===== src/cpu_status_pkg.sv =====
// Constants shared by the processor status word low byte and its helpers
package cpu_status_pkg;

   // ==========================================================================
   // Bus geometry
   localparam int unsigned DATA_W = 16;
   localparam int unsigned ADDR_W = 4;

   // ==========================================================================
   // Register offsets (word index on the plain register port)
   localparam logic [ADDR_W-1:0] OFF_STATUS_WORD = 4'h0;
   localparam logic [ADDR_W-1:0] OFF_EVT_STATUS  = 4'h1;
   localparam logic [ADDR_W-1:0] OFF_EVT_MASK    = 4'h2;

   // ==========================================================================
   // Status word field positions
   localparam int unsigned BIT_ACC_A_SAT = 13;
   localparam int unsigned BIT_ACC_B_SAT = 12;
   localparam int unsigned BIT_COMB_SAT  = 10;
   localparam int unsigned PRIO_HI       = 7;
   localparam int unsigned PRIO_LO       = 5;
   localparam int unsigned BIT_REPEAT    = 4;
   localparam int unsigned BIT_NEG       = 3;
   localparam int unsigned BIT_OVF       = 2;
   localparam int unsigned BIT_ZERO      = 1;
   localparam int unsigned BIT_CARRY     = 0;

   // Arithmetic flag vector index, same order as the low status bits
   localparam int unsigned ARITH_W       = 4;

   // ==========================================================================
   // Event status and mask layout
   localparam int unsigned EVT_W         = 3;
   localparam int unsigned EVT_SAT_A     = 0;
   localparam int unsigned EVT_SAT_B     = 1;
   localparam int unsigned EVT_OVF       = 2;

   // ==========================================================================
   // Reset values and fixed codes
   localparam logic [2:0]         PRIO_RST         = 3'h0;
   localparam logic [2:0]         PRIO_BLOCK_CODE  = 3'h7;
   localparam logic [ARITH_W-1:0] ARITH_RST        = 4'h0;
   localparam logic [EVT_W-1:0]   EVT_MASK_RST     = 3'h0;
   localparam logic [DATA_W-1:0]  RD_DATA_RST      = 16'h0000;

endpackage : cpu_status_pkg


===== src/cpu_status_low_byte.sv =====
// Processor status word low byte with saturation stickies and event interrupt
//
// Decided for this implementation: the placing of the registers and the strobed register port.
`timescale 1ns/100ps
module cpu_status_low_byte
   import cpu_status_pkg::*;
(
   input  wire logic              i_clk,
   input  wire logic              i_nrst,
   // Register port
   input  wire logic [ADDR_W-1:0] i_addr,
   input  wire logic [DATA_W-1:0] i_wr_data,
   input  wire logic              i_wr_en,
   input  wire logic              i_rd_en,
   output logic      [DATA_W-1:0] o_rd_data,
   // Core control and interrupt control inputs
   input  wire logic              i_priority_level_msb,
   input  wire logic              i_nesting_disable,
   // Interrupt controller priority load
   input  wire logic              i_ipl_load,
   input  wire logic [2:0]        i_ipl_value,
   // Repeat loop sequencer
   input  wire logic              i_repeat_loop_active,
   // ALU result flags
   input  wire logic              i_alu_valid,
   input  wire logic [ARITH_W-1:0] i_alu_affect,
   input  wire logic              i_alu_neg,
   input  wire logic              i_alu_ovf,
   input  wire logic              i_alu_zero,
   input  wire logic              i_alu_carry,
   // Accumulator saturation events
   input  wire logic              i_sat_a,
   input  wire logic              i_sat_b,
   // Outputs
   output logic      [3:0]        o_cpu_priority,
   output logic                   o_user_irq_block,
   output logic      [DATA_W-1:0] o_status_word,
   output logic                   o_irq
);

   // ==========================================================================
   // Helpers
   function automatic logic hit(input logic [ADDR_W-1:0] addr,
                                input logic [ADDR_W-1:0] off);
      hit = (addr == off);
   endfunction : hit

   // Next value of one arithmetic flag; an affecting ALU result beats a store
   function automatic logic flag_next(input logic cur,
                                      input logic alu_en,
                                      input logic alu_val,
                                      input logic sw_en,
                                      input logic sw_val);
      flag_next = cur;
      if (alu_en) begin
         flag_next = alu_val;
      end else if (sw_en) begin
         flag_next = sw_val;
      end
   endfunction : flag_next

   // A stored zero in its own bit or in the combined bit clears a sticky
   function automatic logic sat_clear(input logic              wr,
                                      input logic [DATA_W-1:0] data,
                                      input int unsigned       own_bit);
      sat_clear = wr && (!data[own_bit] || !data[BIT_COMB_SAT]);
   endfunction : sat_clear

   // Event vectors read back zero-extended to the bus width
   function automatic logic [DATA_W-1:0] evt_word(input logic [EVT_W-1:0] v);
      evt_word             = '0;
      evt_word[EVT_W-1:0]  = v;
   endfunction : evt_word

   // ==========================================================================
   // Declarations
   logic [2:0]         prio_q;
   logic [2:0]         prio_d;
   logic [ARITH_W-1:0] arith_q;
   logic [ARITH_W-1:0] arith_d;
   logic [ARITH_W-1:0] alu_vec;
   logic               repeat_q;
   logic [EVT_W-1:0]   mask_q;
   logic [DATA_W-1:0]  rd_data_q;
   logic [DATA_W-1:0]  rd_data_d;

   logic               wr_status;
   logic               wr_evt_status;
   logic               wr_evt_mask;

   logic [1:0]         sat_set;
   logic [1:0]         sat_clr;
   logic [1:0]         sat_flags;
   logic               comb_sat;

   logic [EVT_W-1:0]   evt_set;
   logic [EVT_W-1:0]   evt_clr;
   logic [EVT_W-1:0]   evt_flags;
   logic               ovf_event;

   logic [ARITH_W-1:0] alu_take;
   logic               prio_sw_wr;
   logic               rd_status;
   logic               rd_evt_status;
   logic               rd_evt_mask;
   logic [EVT_W-1:0]   evt_pending;

   // ==========================================================================
   // Address decode
   assign wr_status     = i_wr_en && hit(i_addr, OFF_STATUS_WORD);
   assign wr_evt_status = i_wr_en && hit(i_addr, OFF_EVT_STATUS);
   assign wr_evt_mask   = i_wr_en && hit(i_addr, OFF_EVT_MASK);
   assign rd_status     = i_rd_en && hit(i_addr, OFF_STATUS_WORD);
   assign rd_evt_status = i_rd_en && hit(i_addr, OFF_EVT_STATUS);
   assign rd_evt_mask   = i_rd_en && hit(i_addr, OFF_EVT_MASK);

   // ==========================================================================
   // Priority field
   // Software store honoured only while nesting is enabled
   assign prio_sw_wr = wr_status && !i_nesting_disable;

   // Interrupt controller entry and return take precedence over software,
   // since a vectored load must never be undone by a racing store
   always_comb begin
      prio_d = prio_q;
      if (i_ipl_load) begin
         prio_d = i_ipl_value;
      end else if (prio_sw_wr) begin
         prio_d = i_wr_data[PRIO_HI:PRIO_LO];
      end
   end

   always_ff @(posedge i_clk or negedge i_nrst) begin
      if (!i_nrst) begin
         prio_q <= PRIO_RST;
      end else begin
         prio_q <= prio_d;
      end
   end

   // Effective level: MSB from core control sits above the field
   // MSB is taken live, so a change in core control shows at once
   assign o_cpu_priority = {i_priority_level_msb, prio_q};

   assign o_user_irq_block = i_priority_level_msb
                           || (prio_q == PRIO_BLOCK_CODE);

   // ==========================================================================
   // Repeat loop indication
   // One cycle late, in step with the flags of the same instruction
   always_ff @(posedge i_clk or negedge i_nrst) begin
      if (!i_nrst) begin
         repeat_q <= 1'h0;
      end else begin
         repeat_q <= i_repeat_loop_active;
      end
   end

   // ==========================================================================
   // Arithmetic flags
   // Vector order matches the status bit positions of carry to negative
   always_comb begin
      alu_vec            = ARITH_RST;
      alu_vec[BIT_NEG]   = i_alu_neg;
      alu_vec[BIT_OVF]   = i_alu_ovf;
      alu_vec[BIT_ZERO]  = i_alu_zero;
      alu_vec[BIT_CARRY] = i_alu_carry;
   end

   // Only a completing op may touch the flags; idle affect lines are junk
   assign alu_take = i_alu_valid ? i_alu_affect : '0;

   // ALU result beats a software store to the same flag in the same cycle
   always_comb begin
      arith_d = arith_q;
      for (int i = 0; i < ARITH_W; i++) begin
         arith_d[i] = flag_next(arith_q[i], alu_take[i], alu_vec[i],
                                wr_status, i_wr_data[i]);
      end
   end

   always_ff @(posedge i_clk or negedge i_nrst) begin
      if (!i_nrst) begin
         arith_q <= ARITH_RST;
      end else begin
         arith_q <= arith_d;
      end
   end

   // ==========================================================================
   // Saturation stickies
   // Writing zero clears; writing one has no effect, so a read-modify-write
   // of the status word leaves the stickies as they were
   assign sat_set[0] = i_sat_a;
   assign sat_set[1] = i_sat_b;

   assign sat_clr[0] = sat_clear(wr_status, i_wr_data, BIT_ACC_A_SAT);
   assign sat_clr[1] = sat_clear(wr_status, i_wr_data, BIT_ACC_B_SAT);

   sticky_flags #(
      .W       (2)
   ) u_sat_sticky (
      .i_clk   (i_clk),
      .i_nrst  (i_nrst),
      .i_set   (sat_set),
      .i_clr   (sat_clr),
      .o_flags (sat_flags)
   );

   // Combined sticky has no storage of its own
   assign comb_sat = |sat_flags;

   // ==========================================================================
   // Status word image
   // Unmapped bits read zero; combined bit is the OR of both stickies
   always_comb begin
      o_status_word                  = '0;
      o_status_word[BIT_ACC_A_SAT]   = sat_flags[0];
      o_status_word[BIT_ACC_B_SAT]   = sat_flags[1];
      o_status_word[BIT_COMB_SAT]    = comb_sat;
      o_status_word[PRIO_HI:PRIO_LO] = prio_q;
      o_status_word[BIT_REPEAT]      = repeat_q;
      o_status_word[ARITH_W-1:0]     = arith_q;
   end

   // ==========================================================================
   // Event interrupt
   // Overflow event fires only when an affecting ALU op reports overflow
   assign ovf_event = alu_take[BIT_OVF] && i_alu_ovf;

   always_comb begin
      evt_set            = '0;
      evt_set[EVT_SAT_A] = i_sat_a;
      evt_set[EVT_SAT_B] = i_sat_b;
      evt_set[EVT_OVF]   = ovf_event;
   end

   // Set wins over a write-one clear landing in the same cycle
   assign evt_clr = wr_evt_status ? i_wr_data[EVT_W-1:0] : '0;

   sticky_flags #(
      .W       (EVT_W)
   ) u_evt_sticky (
      .i_clk   (i_clk),
      .i_nrst  (i_nrst),
      .i_set   (evt_set),
      .i_clr   (evt_clr),
      .o_flags (evt_flags)
   );

   always_ff @(posedge i_clk or negedge i_nrst) begin
      if (!i_nrst) begin
         mask_q <= EVT_MASK_RST;
      end else if (wr_evt_mask) begin
         mask_q <= i_wr_data[EVT_W-1:0];
      end
   end

   // Level output: high until every unmasked event is cleared
   assign evt_pending = evt_flags & mask_q;
   assign o_irq       = |evt_pending;

   // ==========================================================================
   // Read port
   // Data stand in the cycle after the strobe only; unmapped reads give zero
   always_comb begin
      rd_data_d = RD_DATA_RST;
      if (rd_status) begin
         rd_data_d = o_status_word;
      end else if (rd_evt_status) begin
         rd_data_d = evt_word(evt_flags);
      end else if (rd_evt_mask) begin
         rd_data_d = evt_word(mask_q);
      end
   end

   always_ff @(posedge i_clk or negedge i_nrst) begin
      if (!i_nrst) begin
         rd_data_q <= RD_DATA_RST;
      end else begin
         rd_data_q <= rd_data_d;
      end
   end

   assign o_rd_data = rd_data_q;

endmodule : cpu_status_low_byte


===== src/sticky_flags.sv =====
// Bank of sticky flags: hardware sets, software or logic clears, set wins
`timescale 1ns/100ps
module sticky_flags #(
   parameter int unsigned W = 2
) (
   input  wire logic         i_clk,
   input  wire logic         i_nrst,
   input  wire logic [W-1:0] i_set,
   input  wire logic [W-1:0] i_clr,
   output logic      [W-1:0] o_flags
);

   logic [W-1:0] flags_q;

   // ==========================================================================
   // Storage
   // A set in the same cycle as a clear must survive, so set is ORed last
   always_ff @(posedge i_clk or negedge i_nrst) begin
      if (!i_nrst) begin
         flags_q <= '0;
      end else begin
         flags_q <= (flags_q & ~i_clr) | i_set;
      end
   end

   assign o_flags = flags_q;

endmodule : sticky_flags


===== config.mk =====
export PLATFORM = sky130hd
export DESIGN_NAME = cpu_status_low_byte
export DESIGN_NICKNAME = d
export VERILOG_FILES = /design/src/cpu_status_pkg.sv /design/src/cpu_status_low_byte.sv /design/src/sticky_flags.sv
export SDC_FILE = /design/constraint.sdc
export NUM_CORES = 1
export LEC_CHECK = 0
export BUFFER_PORTS_ARGS = -buffer_cell sky130_fd_sc_hd__buf_2
export CAP_MARGIN = 20
export CORE_ASPECT_RATIO = 0.5
export CORE_UTILIZATION = 46
export CTS_CLUSTER_SIZE = 10
export DETAILED_ROUTE_END_ITERATION = 12
export PLACE_DENSITY = 0.89
export SLEW_MARGIN = 20
export SYNTH_ARGS = -nofsm -noshare
export SYNTH_HDL_FRONTEND = slang
export SYNTH_SLANG_ARGS = --single-unit

===== constraint.sdc =====
create_clock -name i_clk -period 1.75 [get_ports i_clk]
set_input_delay 0.35 -clock i_clk [delete_from_list [all_inputs] [get_ports i_clk]]
set_output_delay 0.35 -clock i_clk [all_outputs]
set_load 0.02 [all_outputs]

# [After elaboration in Yosys (flattened, before gate mapping)]
# Index checks and enable logic that the tools add are counted.
[word_totals] regBits=32 in_bits=42
[classes] eq_ne=3 muxes=15 bitwise=7 reduce_logical=25
[ops] op="16-bit 2-to-1 mux" n=2
[ops] op="3-bit 2-to-1 mux" n=4
[ops] op="1-bit logical AND" n=10
[ops] op="2-bit nonzero test" n=5
[ops] op="1-bit 2-to-1 mux" n=8
[ops] op="3-bit AND" n=2
[ops] op="4-bit by 1-bit equality test with 1-bit output (second input constant)" n=1
[ops] op="4-bit by 2-bit equality test with 1-bit output (second input constant)" n=1
[ops] op="1-bit logical NOT" n=4
[ops] op="4-bit logical NOT" n=1
[ops] op="4-bit 2-to-1 mux" n=1
[ops] op="3-bit equality test (second input constant)" n=1
[ops] op="1-bit logical OR" n=3
[ops] op="3-bit inverter" n=1
[ops] op="3-bit OR" n=1
[ops] op="3-bit OR reduction" n=1
[ops] op="2-bit AND" n=1
[ops] op="2-bit inverter" n=1
[ops] op="2-bit OR" n=1
[ops] op="2-bit OR reduction" n=1

# [Logic depth before layout (Yosys ltp)]
# Gate-level depths: netlist (run 1).
[logic_depth] depth_word=6 depth_mapped=5 mapped_depth_nobuf=3

# [By module]
# From an unflattened synthesis (run 1), not the netlist that was laid out.
[unflattened] hier_cells=134 hier_area_um2=1372.6
[modules_own_cells] module="cpu_status_low_byte" instances=1 cells_per_inst=119 area_each_um2=1191.1 seq_area_each_um2=550.5
[modules_own_cells] module="sticky_flags at u_evt_sticky" instances=1 cells_per_inst=9 area_each_um2=108.9 seq_area_each_um2=75.1
[modules_own_cells] module="sticky_flags at u_sat_sticky" instances=1 cells_per_inst=6 area_each_um2=72.6 seq_area_each_um2=50.0

# [Worst setup path before layout (run 1)]
# No wires, ideal clock.
[synth_path] kind="input to register" start="in i_addr[1]" end="reg u_evt_sticky.flags_q[2] (netlist: u_evt_sticky.o_flags[2])" setup_ns=0.122 arrival_time_ns=1.275 required_time_ns=1.628 slack_ns=0.354 cell_stages=5 path_cell_list="buf_6 -> nor3_1 -> buf_4 -> nand4_1 -> a32o_1"
[synth_between] elab_chain_len=6
[synth_lines] element="start: declaration" line_no="cpu_status_low_byte.sv:11" source="input wire logic [ADDR_W-1:0] i_addr,"
[synth_lines] element="4-bit by 1-bit equality test with 1-bit output" line_no="cpu_status_low_byte.sv:45" source="hit = (addr == off);"
[synth_lines] element="1-bit logical AND" line_no="cpu_status_low_byte.sv:111" source="assign wr_evt_status = i_wr_en && hit(i_addr, OFF_EVT_STATUS);"
[synth_lines] element="3-bit 2-to-1 mux" line_no="cpu_status_low_byte.sv:239" source="assign evt_clr = wr_evt_status ? i_wr_data[EVT_W-1:0] : '0;"
[synth_lines] element="3-bit inverter" line_no="sticky_flags.sv:22" source="flags_q <= (flags_q & ~i_clr) | i_set;"
[synth_lines] element="3-bit AND" line_no="sticky_flags.sv:22"
[synth_lines] element="3-bit OR" line_no="sticky_flags.sv:22"
[synth_lines] element="end signal: assignment" line_no="sticky_flags.sv:22"
[synth_lines] element="end: declaration" line_no="sticky_flags.sv:13" source="logic [W-1:0] flags_q;"
# No other way between the ends.
# A chain may end at the register's enable or synchronous reset.

# [Final worst setup path (run 1)]
[layout_path] start="reg u_evt_sticky.flags_q[2] (netlist: u_evt_sticky.o_flags[2])" end="out o_irq"
[layout_between] elab_chain_len=2
[layout_lines] element="3-bit AND" line_no="cpu_status_low_byte.sv:260" source="assign evt_pending = evt_flags & mask_q;"
[layout_lines] element="3-bit OR reduction" line_no="cpu_status_low_byte.sv:261" source="assign o_irq = |evt_pending;"
[layout_lines] element="end: declaration" line_no="cpu_status_low_byte.sv:38" source="output logic o_irq"
# No other way between the ends.

==> results of run 1 <==
[cells by family after synthesis]
family / share of synthesized area (%)
compound gates: 15.3
buf+inv: 13.1
flops: 49.4
mux: 2.47
other cells: 0.274
simple gates: 19.5
[Yosys cell counts (all sizes together) (3+ instances only)]
cell   instances  area share, %
a21o           4            2.2
a21oi          6            2.2
a31oi          4            1.8
a41oi          3            1.9
and2           9            4.1
and2b          3            1.9
buf           21             12
dfrtp         27             49
inv            5            1.4
mux2           3            2.5
nand2          6            1.6
nand3          7            2.6
nand4          3            1.4
nor2           5            1.4
nor2b          4            1.8
o21ai          7            2.6
o221a          3            2.5
[final timing paths]
check                      slack, ps                 endpoint  cells past startpoint
max reg2reg                      730            o_rd_data[10]                      2
max in group asynchronous       1300  u_evt_sticky.o_flags[2]                      1
min                               60             o_rd_data[6]                      1
min in group i_clk               180                 repeat_q                      1
max                              130                    o_irq                      3
min reg2reg                      500             o_rd_data[4]                      1
[report_power, final]
group	switching, mW	total [mW]	internal [mW]	leakage, nW
Combinational	0.181	0.296	0.115	0.477
Clock	0.192	0.354	0.162	0.0217
Sequential	0.0355	0.704	0.669	0.323
Total	0.409	1.35	0.946	0.822
[stage by stage]
stage               area [um^2]  std cells
global route               1670        225
finish                     1670        225
CTS                        1670        225
detailed placement         1620        221
global placement           1620        221
floorplan                  1400        140
[cell usage in the layout (no fill, tap or decap)]
cell type   instances
a21oi_1             6
a21o_1              4
a222oi_1            1
nand2b_1            1
clkbuf_8            3
conb_1             10
o21ai_0             7
nand4_1             3
a31oi_1             4
or3b_2              1
and2b_2             3
or2_2               1
nor2b_1             4
clkinvlp_4          1
nand3_1             7
a32o_1              1
nor3_1              1
nor2_1              5
a31o_2              1
a41oi_1             3
buf_4               2
nand3b_1            1
and2_1              9
dfrtp_1            27
nand2_1             6
mux2_2              3
buf_2              63
o221a_2             3
inv_1               5
nor3b_4             1
or3_4               1
[metal layers]
| layer | up-vias | part of all wire [%] | track usage (%) |
|---|---|---|---|
| li1 | 548 | - | - |
| met1 | 540 | 41 | 22.9 |
| met2 | 63 | 50 | 35.8 |
| met3 | 10 | 7.3 | 4.55 |
| met4 | 0 | 2.0 | 3.64 |
| met5 | - | 0 | 0 |
[registers in the layout, summed over array words and instances, names as in the netlist]
register and count:
prio_q 3, u_sat_sticky.o_flags 2, mask_q 3, repeat_q 1
arith_q 4, o_rd_data 11, u_evt_sticky.o_flags 3
[worst register-to-register path, stage by stage (launching register included)]
cell and delay [ps]:
dfrtp_1 430, or2_2 330, and2_1 160
[cell type report]
class	instances	area [um^2]
fill	236	1030
inverter	5	18.8
sequential	27	676
clock buffer	3	41.3
timing repair buffer	65	330
tap	37	46.3
clock inverter	1	7.51
multi-input combinational	87	547
==> results.md, run 1 <==
Timing:
- The worst path setup slack after routing is approximately 130 ps.
- The period utilization is between 90% and 100%.
- The largest clock skew in the final design is ~2.6 ps.
- The total negative slack for setup checks is 0 ps.
- The timing-limited maximum frequency is 0.616 GHz.
- The count of pins over their slew limit is 0.
- The worst slew margin relative to its limit is about three fifths.
- The setup-violating endpoint count in the final report is 0.
- Setup repair after global routing left no endpoint under its margin.
- The number of hold-slack violations in the final timing report was 0.
- The worst hold slack is 63.5 ps.
- The final critical delay including setup and external delays is about 1600 ps.
- For the pin with the worst max-slew slack, the measured transition is about 600 ps.

Route:
- The final antenna-violating net count is 0.
- After detailed routing, the number of vias per cell comes to approximately 5.2.
- The residual DRC count is 0.
- In the final routed layout, each cell accounts on average for 13.5 um.
- Across all layers, the routed design uses around 1,200 vias.
- The total detailed-routing wirelength is between 3000 and 4000 um.
- After the first detailed-routing iteration, the DRC count stood at 65.
- The first TritonRoute pass finished after 4 iterations.

Finish:
- Relative to the synthesized area, the layout overhead comes to 21.9%.
- The total number of nets in the final design is ~230.
- For this run, the share of the core covered by cells in the final layout is between 60% and 70%.
- 0 antenna diodes ended up in the layout.
- The layout cell share with drive strength beyond 1 is between 40 and 50%.

Setup path:
- The type of origin of the critical path is a flip-flop.
- Data on the critical path is required at its endpoint by approximately 1400 ps.
- The delay of the slowest cell on the worst path is 410 ps.
- The slowest library cell on the worst path is dfrtp_1.
- The type of the worst setup path is flip-flop to output port.
- Data on the critical path arrives at its endpoint at approximately 1300 ps.
- The source of the worst register-to-register timing path is u_sat_sticky.o_flags[0].
- The worst setup path is captured at an output port.
- The critical path goes through a222oi_1, inv_1, buf_2.
- The largest delay contributor family on the critical path is flip-flops.
- In this run the worst setup path begins at u_evt_sticky.o_flags[2].
- The largest driver fanout on the critical path is 3.
- The critical path contains buffers and inverters numbering 2 combined.

Power and ir drop:
- The power per cell area is just over 800 mW/mm^2.
- For this design the static power due to leakage is approximately 0.82 nW.
- Total power for the finished layout comes to about 1.4 mW.
- VDD sags by at most 0.343 mV.

CTS:
- In this run the number of H-tree levels came out at 1.
- The clock passes through at most 2 buffers.
- The root buffer cell is clkbuf_8.
- The number of buffers added by the clock tree synthesis step is 3.
- The register clock-pin slew on the reported worst setup and hold paths is 90 ps.
- The clock net sink count is 27.
- Gates resized during post-CTS repair numbered 0.
- The later pin in the worst-skew pair is clocked with a latency of ~270 ps.
- Hold repair after CTS inserted 0 buffers.
- Buffers added to address setup during post-CTS repair amount to 0.
- TritonCTS built the clock tree.

Place:
- The placement-stage worst setup slack is around 280 ps.
- The post-DP HPWL is 2340 um.
- The count of buffers inserted at the top-level ports is between 60 and 70.
- The congestion estimate from routability-driven global placement came to 0.872.

Floorplanning:
- The total number of placement rows is 13.
- The die width is 79.1 um.
- Pin placement for this block handled 80 I/O pins.
- For this configuration, the core starts out at a cell density of 50.6%.
- The die covers 0.00321 mm^2.
- The core footprint is ~0.0027 mm^2.
- The chip height is roughly 40 um.

Synth:
- The synthesis warning total is 0.
- A synthesized cell averages 10.4 um^2.
- Of all flip-flops after synthesis, the portion carrying an async set or reset was 100%.
- The synthesized instance count is 131.
- After synthesis, the netlist uses 30 different library cells.
- The post-synthesis register bit count is 27.
- Of the synthesized area, sequential elements account for just under 50%.
- The most used flip-flop cell after synthesis is dfrtp_1.
- The cell area after synthesis is 0.00137 mm^2.
- Counting flops with a built-in enable in the synthesized netlist gives 0.

Job:
- The reported max-cap violation count is 0.

GRT:
- The pin count of the biggest net entering global routing is 28.
- The via count of the first global-routing pass was about 970.
- The number of antenna violations at the first check in global routing was 0.
- Summed over all layers, the global routing overflow is 0.
- The first global-routing pass estimated ~4500 um of wire.
- Global routing consumed, over all layers together, about a fifth of the routing resources.

Status:
- The run finished with clean final reports.

Hold path:
- In this run the worst hold path is classified as input pin to asynchronous set/reset pin.
Power figures use the tool's default switching activity.
==> run 2: changes to the inputs <==
- CORE_UTILIZATION: 46 -> 40
- PLACE_DENSITY: 0.89 -> 0.79
==> run 2 against run 1 <==
Largest power group unchanged. Critical path type unchanged. Utilization down 7.9 points. Via count down 0.69%. Hold slack lost 9.3 ps. Non-clock buffer count grew 1. Final cell count rose by 1.8%. Cell area is 0.68% higher.
==> results.md, run 2 (same netlist as run 1, synthesis figures left out) <==
Setup path:
- The source of the worst register-to-register timing path is u_sat_sticky.o_flags[0] (unchanged).
- The register-to-register setup slack was 740 ps (was 730 ps).
- The kind of capture point of the worst setup path was an output port (unchanged).
- The required time at the worst-slack endpoint was 1400 ps (about the same).
- The arrival time of data at the critical path endpoint was 1270 ps (about the same).
- The length in cells of the worst reg-to-reg path is 2 (unchanged).
- The endpoint of the lowest-slack register-to-register path is o_rd_data[10] (unchanged).
- The type of origin of the critical path is a flip-flop (unchanged).
- The type of the worst setup path is flip-flop to output port (unchanged).
- The largest driver fanout on the critical path is 3 (unchanged).
- The startpoint of the worst setup timing path is u_evt_sticky.o_flags[2] (unchanged).

Floorplanning:
- The total number of placement rows is 14 (was 13).
- The core footprint is 0.00312 mm^2 (was 0.00270 mm^2).
- The effective utilization at floorplan is 43.9% (was 50.6%).
- The die width came to 84.7 um (was 79.1 um).
- The chip height came to 43.3 um (was 40.6 um).
- The I/O pin count is 80 (unchanged).
- The area enclosed by the die boundary was 0.00367 mm^2 (was 0.00321 mm^2).

Power and ir drop:
- The largest vdd supply drop is 0.268 mV (was 0.343 mV).
- The internal power component is 0.947 mW (was 0.946 mW).
- The proportion of total power due to net switching came to 30.4% (was 30.2%).
- The fraction of power consumed by the clock network came to 26.6% (was 26.1%).
- The net switching power figure came to 0.413 mW (was 0.409 mW).
- The leakage power of the design is 0.827 nW (was 0.822 nW).
- The part of the total power dissipated in combinational logic is 21.8% (was 21.9%).
- The power per cell area is 810 mW/mm^2 (was 813 mW/mm^2).
- The share of power burned in registers came to 51.6% (was 52.0%).
- The overall power was 1.36 mW (was 1.35 mW).

Finish:
- The number of inserted diodes is 0 (unchanged).
- The area growth from synthesis to layout was 22.7% (was 21.9%).
- The total of fill cells in the finished design is 287 (was 236).
- Most frequent cells in the layout: buf_2, dfrtp_1, conb_1 (unchanged).
- The flip-flop count of the largest register after layout is 11 (unchanged).
- The most common cell after layout, fill and taps aside is buf_2 (unchanged).
- The total number of nets in the final design is 232 (was 231).
- The final instance area came to 0.00168 mm^2 (was 0.00167 mm^2).
- The final non-filler cell total is 229 (was 225).
- The share of the core filled with cells is 53.8% (was 61.7%).
- The layout cell share with drive strength beyond 1 is 44.4% (was 44.1%).

CTS:
- The post-CTS setup-driven buffer insertion count is 0 (unchanged).
- The number of buffers on the longest clock path was 2 (unchanged).
- The register clock-pin slew on the reported worst setup and hold paths is 90 ps (about the same).
- The latest clock arrival within the worst-skew pair was 270 ps (about the same).
- The root buffer cell was clkbuf_8 (unchanged).
- The number of buffers added by the clock tree synthesis step was 3 (unchanged).
- The CTS tree is yes (unchanged).
- The number of buffers inserted for hold repair after clock tree synthesis was 0 (unchanged).
- The level count of the clock H-tree is 1 (unchanged).
- The clock net sink count was 27 (unchanged).
- The post-cts gate resize count is 0 (unchanged).

Route:
- The via count came to 1,153 (was 1,161).
- The via count normalized by instance count came to 5.03 (was 5.16).
- The first-pass iteration count of the detailed router is 6 (was 4).
- The violation count after the first detailed-route iteration was 65 (unchanged).
- The routed wire length per instance is 12.9 um (was 13.5 um).
- The total detailed-routing wirelength was 2960 um (was 3030 um).
- The residual DRC count is 0 (unchanged).
- The final antenna-violating net count is 0 (unchanged).

Timing:
- The number of hold-slack violations in the final timing report was 0 (unchanged).
- The timing-limited maximum frequency is 0.618 GHz (was 0.616 GHz).
- The period utilization is 92.5% (was 92.8%).
- The count of pins over their slew limit is 0 (unchanged).
- The worst-margin pin slew is 566 ps (was 583 ps).
- The setup-violating endpoint count in the final report is 0 (unchanged).
- The total negative slack for setup checks is 0 ps (unchanged).
- The final critical delay including setup and external delays came to 1620 ps (about the same).
- The worst slew margin relative to its limit is 62.2% (was 61.1%).
- The largest clock skew in the final design came to 1.87 ps (was 2.60 ps).
- RSZ-0062 raised after global routing: no (unchanged).

GRT:
- The overall track demand over capacity in global routing is 16.6% (was 18.9%).
- The routing usage on met3 came to 4.00% (was 4.55%).
- The number of antenna violations at the first check in global routing is 0 (unchanged).
- The most utilized layer in the global route result is met2 (unchanged).
- The first-pass GRT wire length is 4770 um (was 4450 um).
- The sum of overflow across all layers after global routing is 0 (unchanged).
- The met2 usage is 29.6% (was 35.8%).
- The pin count of the biggest net entering global routing is 28 (unchanged).
- The met1 layer usage reported by global route is 20.6% (was 22.9%).
- The via count of the first global-routing pass is 1,045 (was 969).

Place:
- The post-DP HPWL came to 2360 um (was 2340 um).
- The weighted congestion reported at the end of routability-driven placement is 0.865 (was 0.872).
- The count of buffers inserted at the top-level ports is 63 (unchanged).
- The number of cells after detailed placement is 225 (was 221).
- The cell area after placement is 0.00163 mm^2 (was 0.00162 mm^2).

Status:
- Outcome: finished clean (unchanged).

Hold path:
- The worst min-delay path class is input pin to asynchronous set/reset pin (unchanged).

Job:
- The reported max-cap violation count is 0 (unchanged).
[run 2: stage by stage]
| step | hold WS [ps] | setup WS, ps |
|---|---|---|
| after global placement | 373 | 262 |
| final | 54.2 | 131 |
| after detailed placement | 379 | 237 |
| after CTS | 74.1 | 119 |
| after floorplan | 54.4 | 354 |
| after global routing | 109 | 108 |
[run 2: worst max-delay path by stage]
stage / to / depth (start not counted) / slack, ps
floorplan: u_evt_sticky.o_flags[2] / 5 / 350
global placement: o_rd_data[6] / 4 / 260
detailed placement: o_rd_data[7] / 4 / 240
CTS: o_irq / 3 / 120
global route: o_irq / 3 / 110
finish: o_irq / 3 / 130
[run 2: cell type report]
type	instances	area [um^2]	area share, %
flip-flops and latches	27	676	40.3
repair buffers	66	338	20.1
well taps	40	50.0	2.98
clock inverters	1	7.51	0.447
multi-input cells	87	547	32.6
clock buffers	3	41.3	2.46
inverters	5	18.8	1.12
[run 2: metal layers]
layer  share of wire (%)  up-vias
met5                   0        -
met4                0.37        0
met3                 7.4        2
met2                  49       60
met1                  43      542
li1                    -      549
[run 2: power groups by stage]
stage          sequential (mW)  clock (mW)  combinational [mW]
2_1_floorplan            0.740           0               0.174
3_3_place_gp             0.713           0               0.289
3_5_place_dp             0.713           0               0.297
4_1_cts                  0.701       0.373               0.297
5_1_grt                  0.707       0.397               0.323
6_report                 0.701       0.362               0.296
[run 2: critical path, cell delays in order, from the launching register on]
cell and delay (ps):
dfrtp_1 410, a222oi_1 370, inv_1 60, buf_2 160
==> run 3: changes to the inputs <==
- SETUP_SLACK_MARGIN: default -> 0.2
==> run 3 against run 2 <==
Worst setup slack worse by 4.1 ps. Sequential share of layout area is 0.65 points lower. Clock-buffer cell count stayed put. Critical path type unchanged. Combinational power is 2% higher. Largest cell class unchanged. Largest power group unchanged.
==> results.md, run 3 (same netlist as run 1, synthesis figures left out) <==
Setup path:
- The length in cells of the worst reg-to-reg path was 3 (was 2).
- The largest driver fanout on the critical path came to 3 (unchanged).
- The register-to-register setup slack is 700 ps (was 740 ps).
- The startpoint of the worst setup timing path is u_evt_sticky.o_flags[1] (was u_evt_sticky.o_flags[2]).
- The required time at the worst-slack endpoint is 1400 ps (about the same).
- The source of the worst register-to-register timing path was u_evt_sticky.o_flags[2] (was u_sat_sticky.o_flags[0]).
- The type of origin of the critical path is a flip-flop (unchanged).
- The endpoint of the lowest-slack register-to-register path is o_rd_data[2] (was o_rd_data[10]).
- The arrival time of data at the critical path endpoint is 1270 ps (about the same).
- The type of the worst setup path is flip-flop to output port (unchanged).
- The kind of capture point of the worst setup path is an output port (unchanged).

Floorplanning:
- The effective utilization at floorplan is 43.9% (unchanged).
- The die width is 84.7 um (unchanged).
- The I/O pin count is 80 (unchanged).
- The total number of placement rows is 14 (unchanged).
- The core footprint is 0.00312 mm^2 (unchanged).
- The chip height is 43.3 um (unchanged).
- The area enclosed by the die boundary is 0.00367 mm^2 (unchanged).

Finish:
- The layout cell share with drive strength beyond 1 is 45.3% (was 44.4%).
- The area growth from synthesis to layout is 24.7% (was 22.7%).
- The total of fill cells in the finished design is 281 (was 287).
- Most frequent cells in the layout: buf_2, dfrtp_1, conb_1 (unchanged).
- The number of inserted diodes is 0 (unchanged).
- The flip-flop count of the largest register after layout is 11 (unchanged).
- The total number of nets in the final design is 235 (was 232).
- The most common cell after layout, fill and taps aside is buf_2 (unchanged).
- The share of the core filled with cells came to 54.7% (was 53.8%).

Route:
- The via count is 1,171 (was 1,153).
- The residual DRC count is 0 (unchanged).
- The final antenna-violating net count is 0 (unchanged).
- The total detailed-routing wirelength came to 3110 um (was 2960 um).
- The first-pass iteration count of the detailed router is 6 (unchanged).
- The routed wire length per instance came to 13.4 um (was 12.9 um).
- The violation count after the first detailed-route iteration is 74 (was 65).
- The via count normalized by instance count was 5.05 (was 5.03).

Timing:
- The worst slew margin relative to its limit is 62.0% (was 62.2%).
- The period utilization is 92.7% (was 92.5%).
- The timing-limited maximum frequency came to 0.616 GHz (was 0.618 GHz).
- The setup-violating endpoint count in the final report is 0 (unchanged).
- The total negative slack for setup checks is 0 ps (unchanged).
- The count of pins over their slew limit is 0 (unchanged).
- The largest clock skew in the final design is 5.24 ps (was 1.87 ps).
- The number of hold-slack violations in the final timing report is 0 (unchanged).
- RSZ-0062 raised after global routing: yes (was no).
- The worst-margin pin slew was 570 ps (was 566 ps).
- The final critical delay including setup and external delays is 1620 ps (about the same).

CTS:
- The register clock-pin slew on the reported worst setup and hold paths is 100 ps (was 90 ps).
- The latest clock arrival within the worst-skew pair is 280 ps (was 270 ps).
- The clock net sink count was 27 (unchanged).
- The number of buffers added by the clock tree synthesis step is 3 (unchanged).
- The root buffer cell is clkbuf_8 (unchanged).
- The level count of the clock H-tree was 1 (unchanged).
- The CTS tree is yes (unchanged).
- The number of buffers on the longest clock path is 2 (unchanged).

Hold path:
- The worst min-delay path class is input pin to asynchronous set/reset pin (unchanged).

GRT:
- The overall track demand over capacity in global routing is 16.9% (was 16.6%).
- The pin count of the biggest net entering global routing is 28 (unchanged).
- The number of antenna violations at the first check in global routing came to 0 (unchanged).
- The sum of overflow across all layers after global routing is 0 (unchanged).
- The first-pass GRT wire length came to 4830 um (was 4770 um).
- The via count of the first global-routing pass is 1,051 (was 1,045).

Status:
- Outcome: finished clean (unchanged).

Job:
- The reported max-cap violation count is 0 (unchanged).

Power and ir drop:
- The power per cell area is 803 mW/mm^2 (was 810 mW/mm^2).
- The leakage power of the design came to 0.843 nW (was 0.827 nW).
- The largest vdd supply drop is 0.269 mV (was 0.268 mV).

Place:
- The count of buffers inserted at the top-level ports is 63 (unchanged).
- The weighted congestion reported at the end of routability-driven placement is 0.865 (unchanged).
- The post-DP HPWL is 2360 um (unchanged).
[run 3: cell types whose count changed in the layout (fill, tap and decap cells not counted), sizes merged]
| cell | delta |
|---|---|
| buf | +3 |
[run 3: repair_timing]
item | CTS | global route
buffers inserted | 1 | 2
gates resized for setup | 0 | 2
endpoints found under the hold margin | 0 | 0
pin swaps | 1 | 1
setup endpoints to repair | 2 | 2
hold buffers | 0 | 0
[run 3: critical path: stages, from the launching register on]
cell      delay [ps]
dfrtp_1          420
a222oi_1         350
inv_1             60
buf_2            160
[run 3: layout make-up]
type	instances	area [um^2]	share of cell area, %
Sequential cell	27	676	39.6
Multi-Input combinational cell	87	549	32.2
Timing Repair Buffer	69	363	21.3
Tap cell	40	50.0	2.93
Clock buffer	3	41.3	2.42
Inverter	5	18.8	1.10
Clock inverter	1	7.51	0.440
[run 3: through the flow]
stage	hold WS [ps]	cell area, um^2	instances	setup slack [ps]	power, mW
after global placement	373	1630	225	262	1.00
after CTS	74.1	1690	230	119	1.37
after floorplan	54.4	1400	140	354	0.914
after detailed placement	379	1630	225	237	1.01
final	51.4	1710	232	127	1.37
after global routing	109	1710	232	116	1.43
[run 3: worst max-delay path by stage]
stage / end / slack [ps] / cells after the start
after global placement: o_rd_data[6] / 260 / 4
final: o_irq / 130 / 3
after global routing: o_irq / 120 / 3
after CTS: o_irq / 120 / 3
after detailed placement: o_rd_data[7] / 240 / 4
after floorplan: u_evt_sticky.o_flags[2] / 350 / 5
[run 3: report_power, final]
| group | switching (mW) | leakage (nW) | internal, mW |
|---|---|---|---|
| clock network | 0.203 | 0.0217 | 0.162 |
| logic | 0.183 | 0.498 | 0.120 |
| registers | 0.0326 | 0.323 | 0.669 |
| total | 0.419 | 0.843 | 0.950 |
[run 3: per-layer routing]
layer | global-route usage (%) | part of all wire (%) | vias to the layer above
li1 | - | - | 555
met1 | 21.4 | 42 | 550
met2 | 29.8 | 49 | 64
met3 | 4.00 | 8.1 | 2
met4 | 5.42 | 0.35 | 0
met5 | 0 | 0 | -
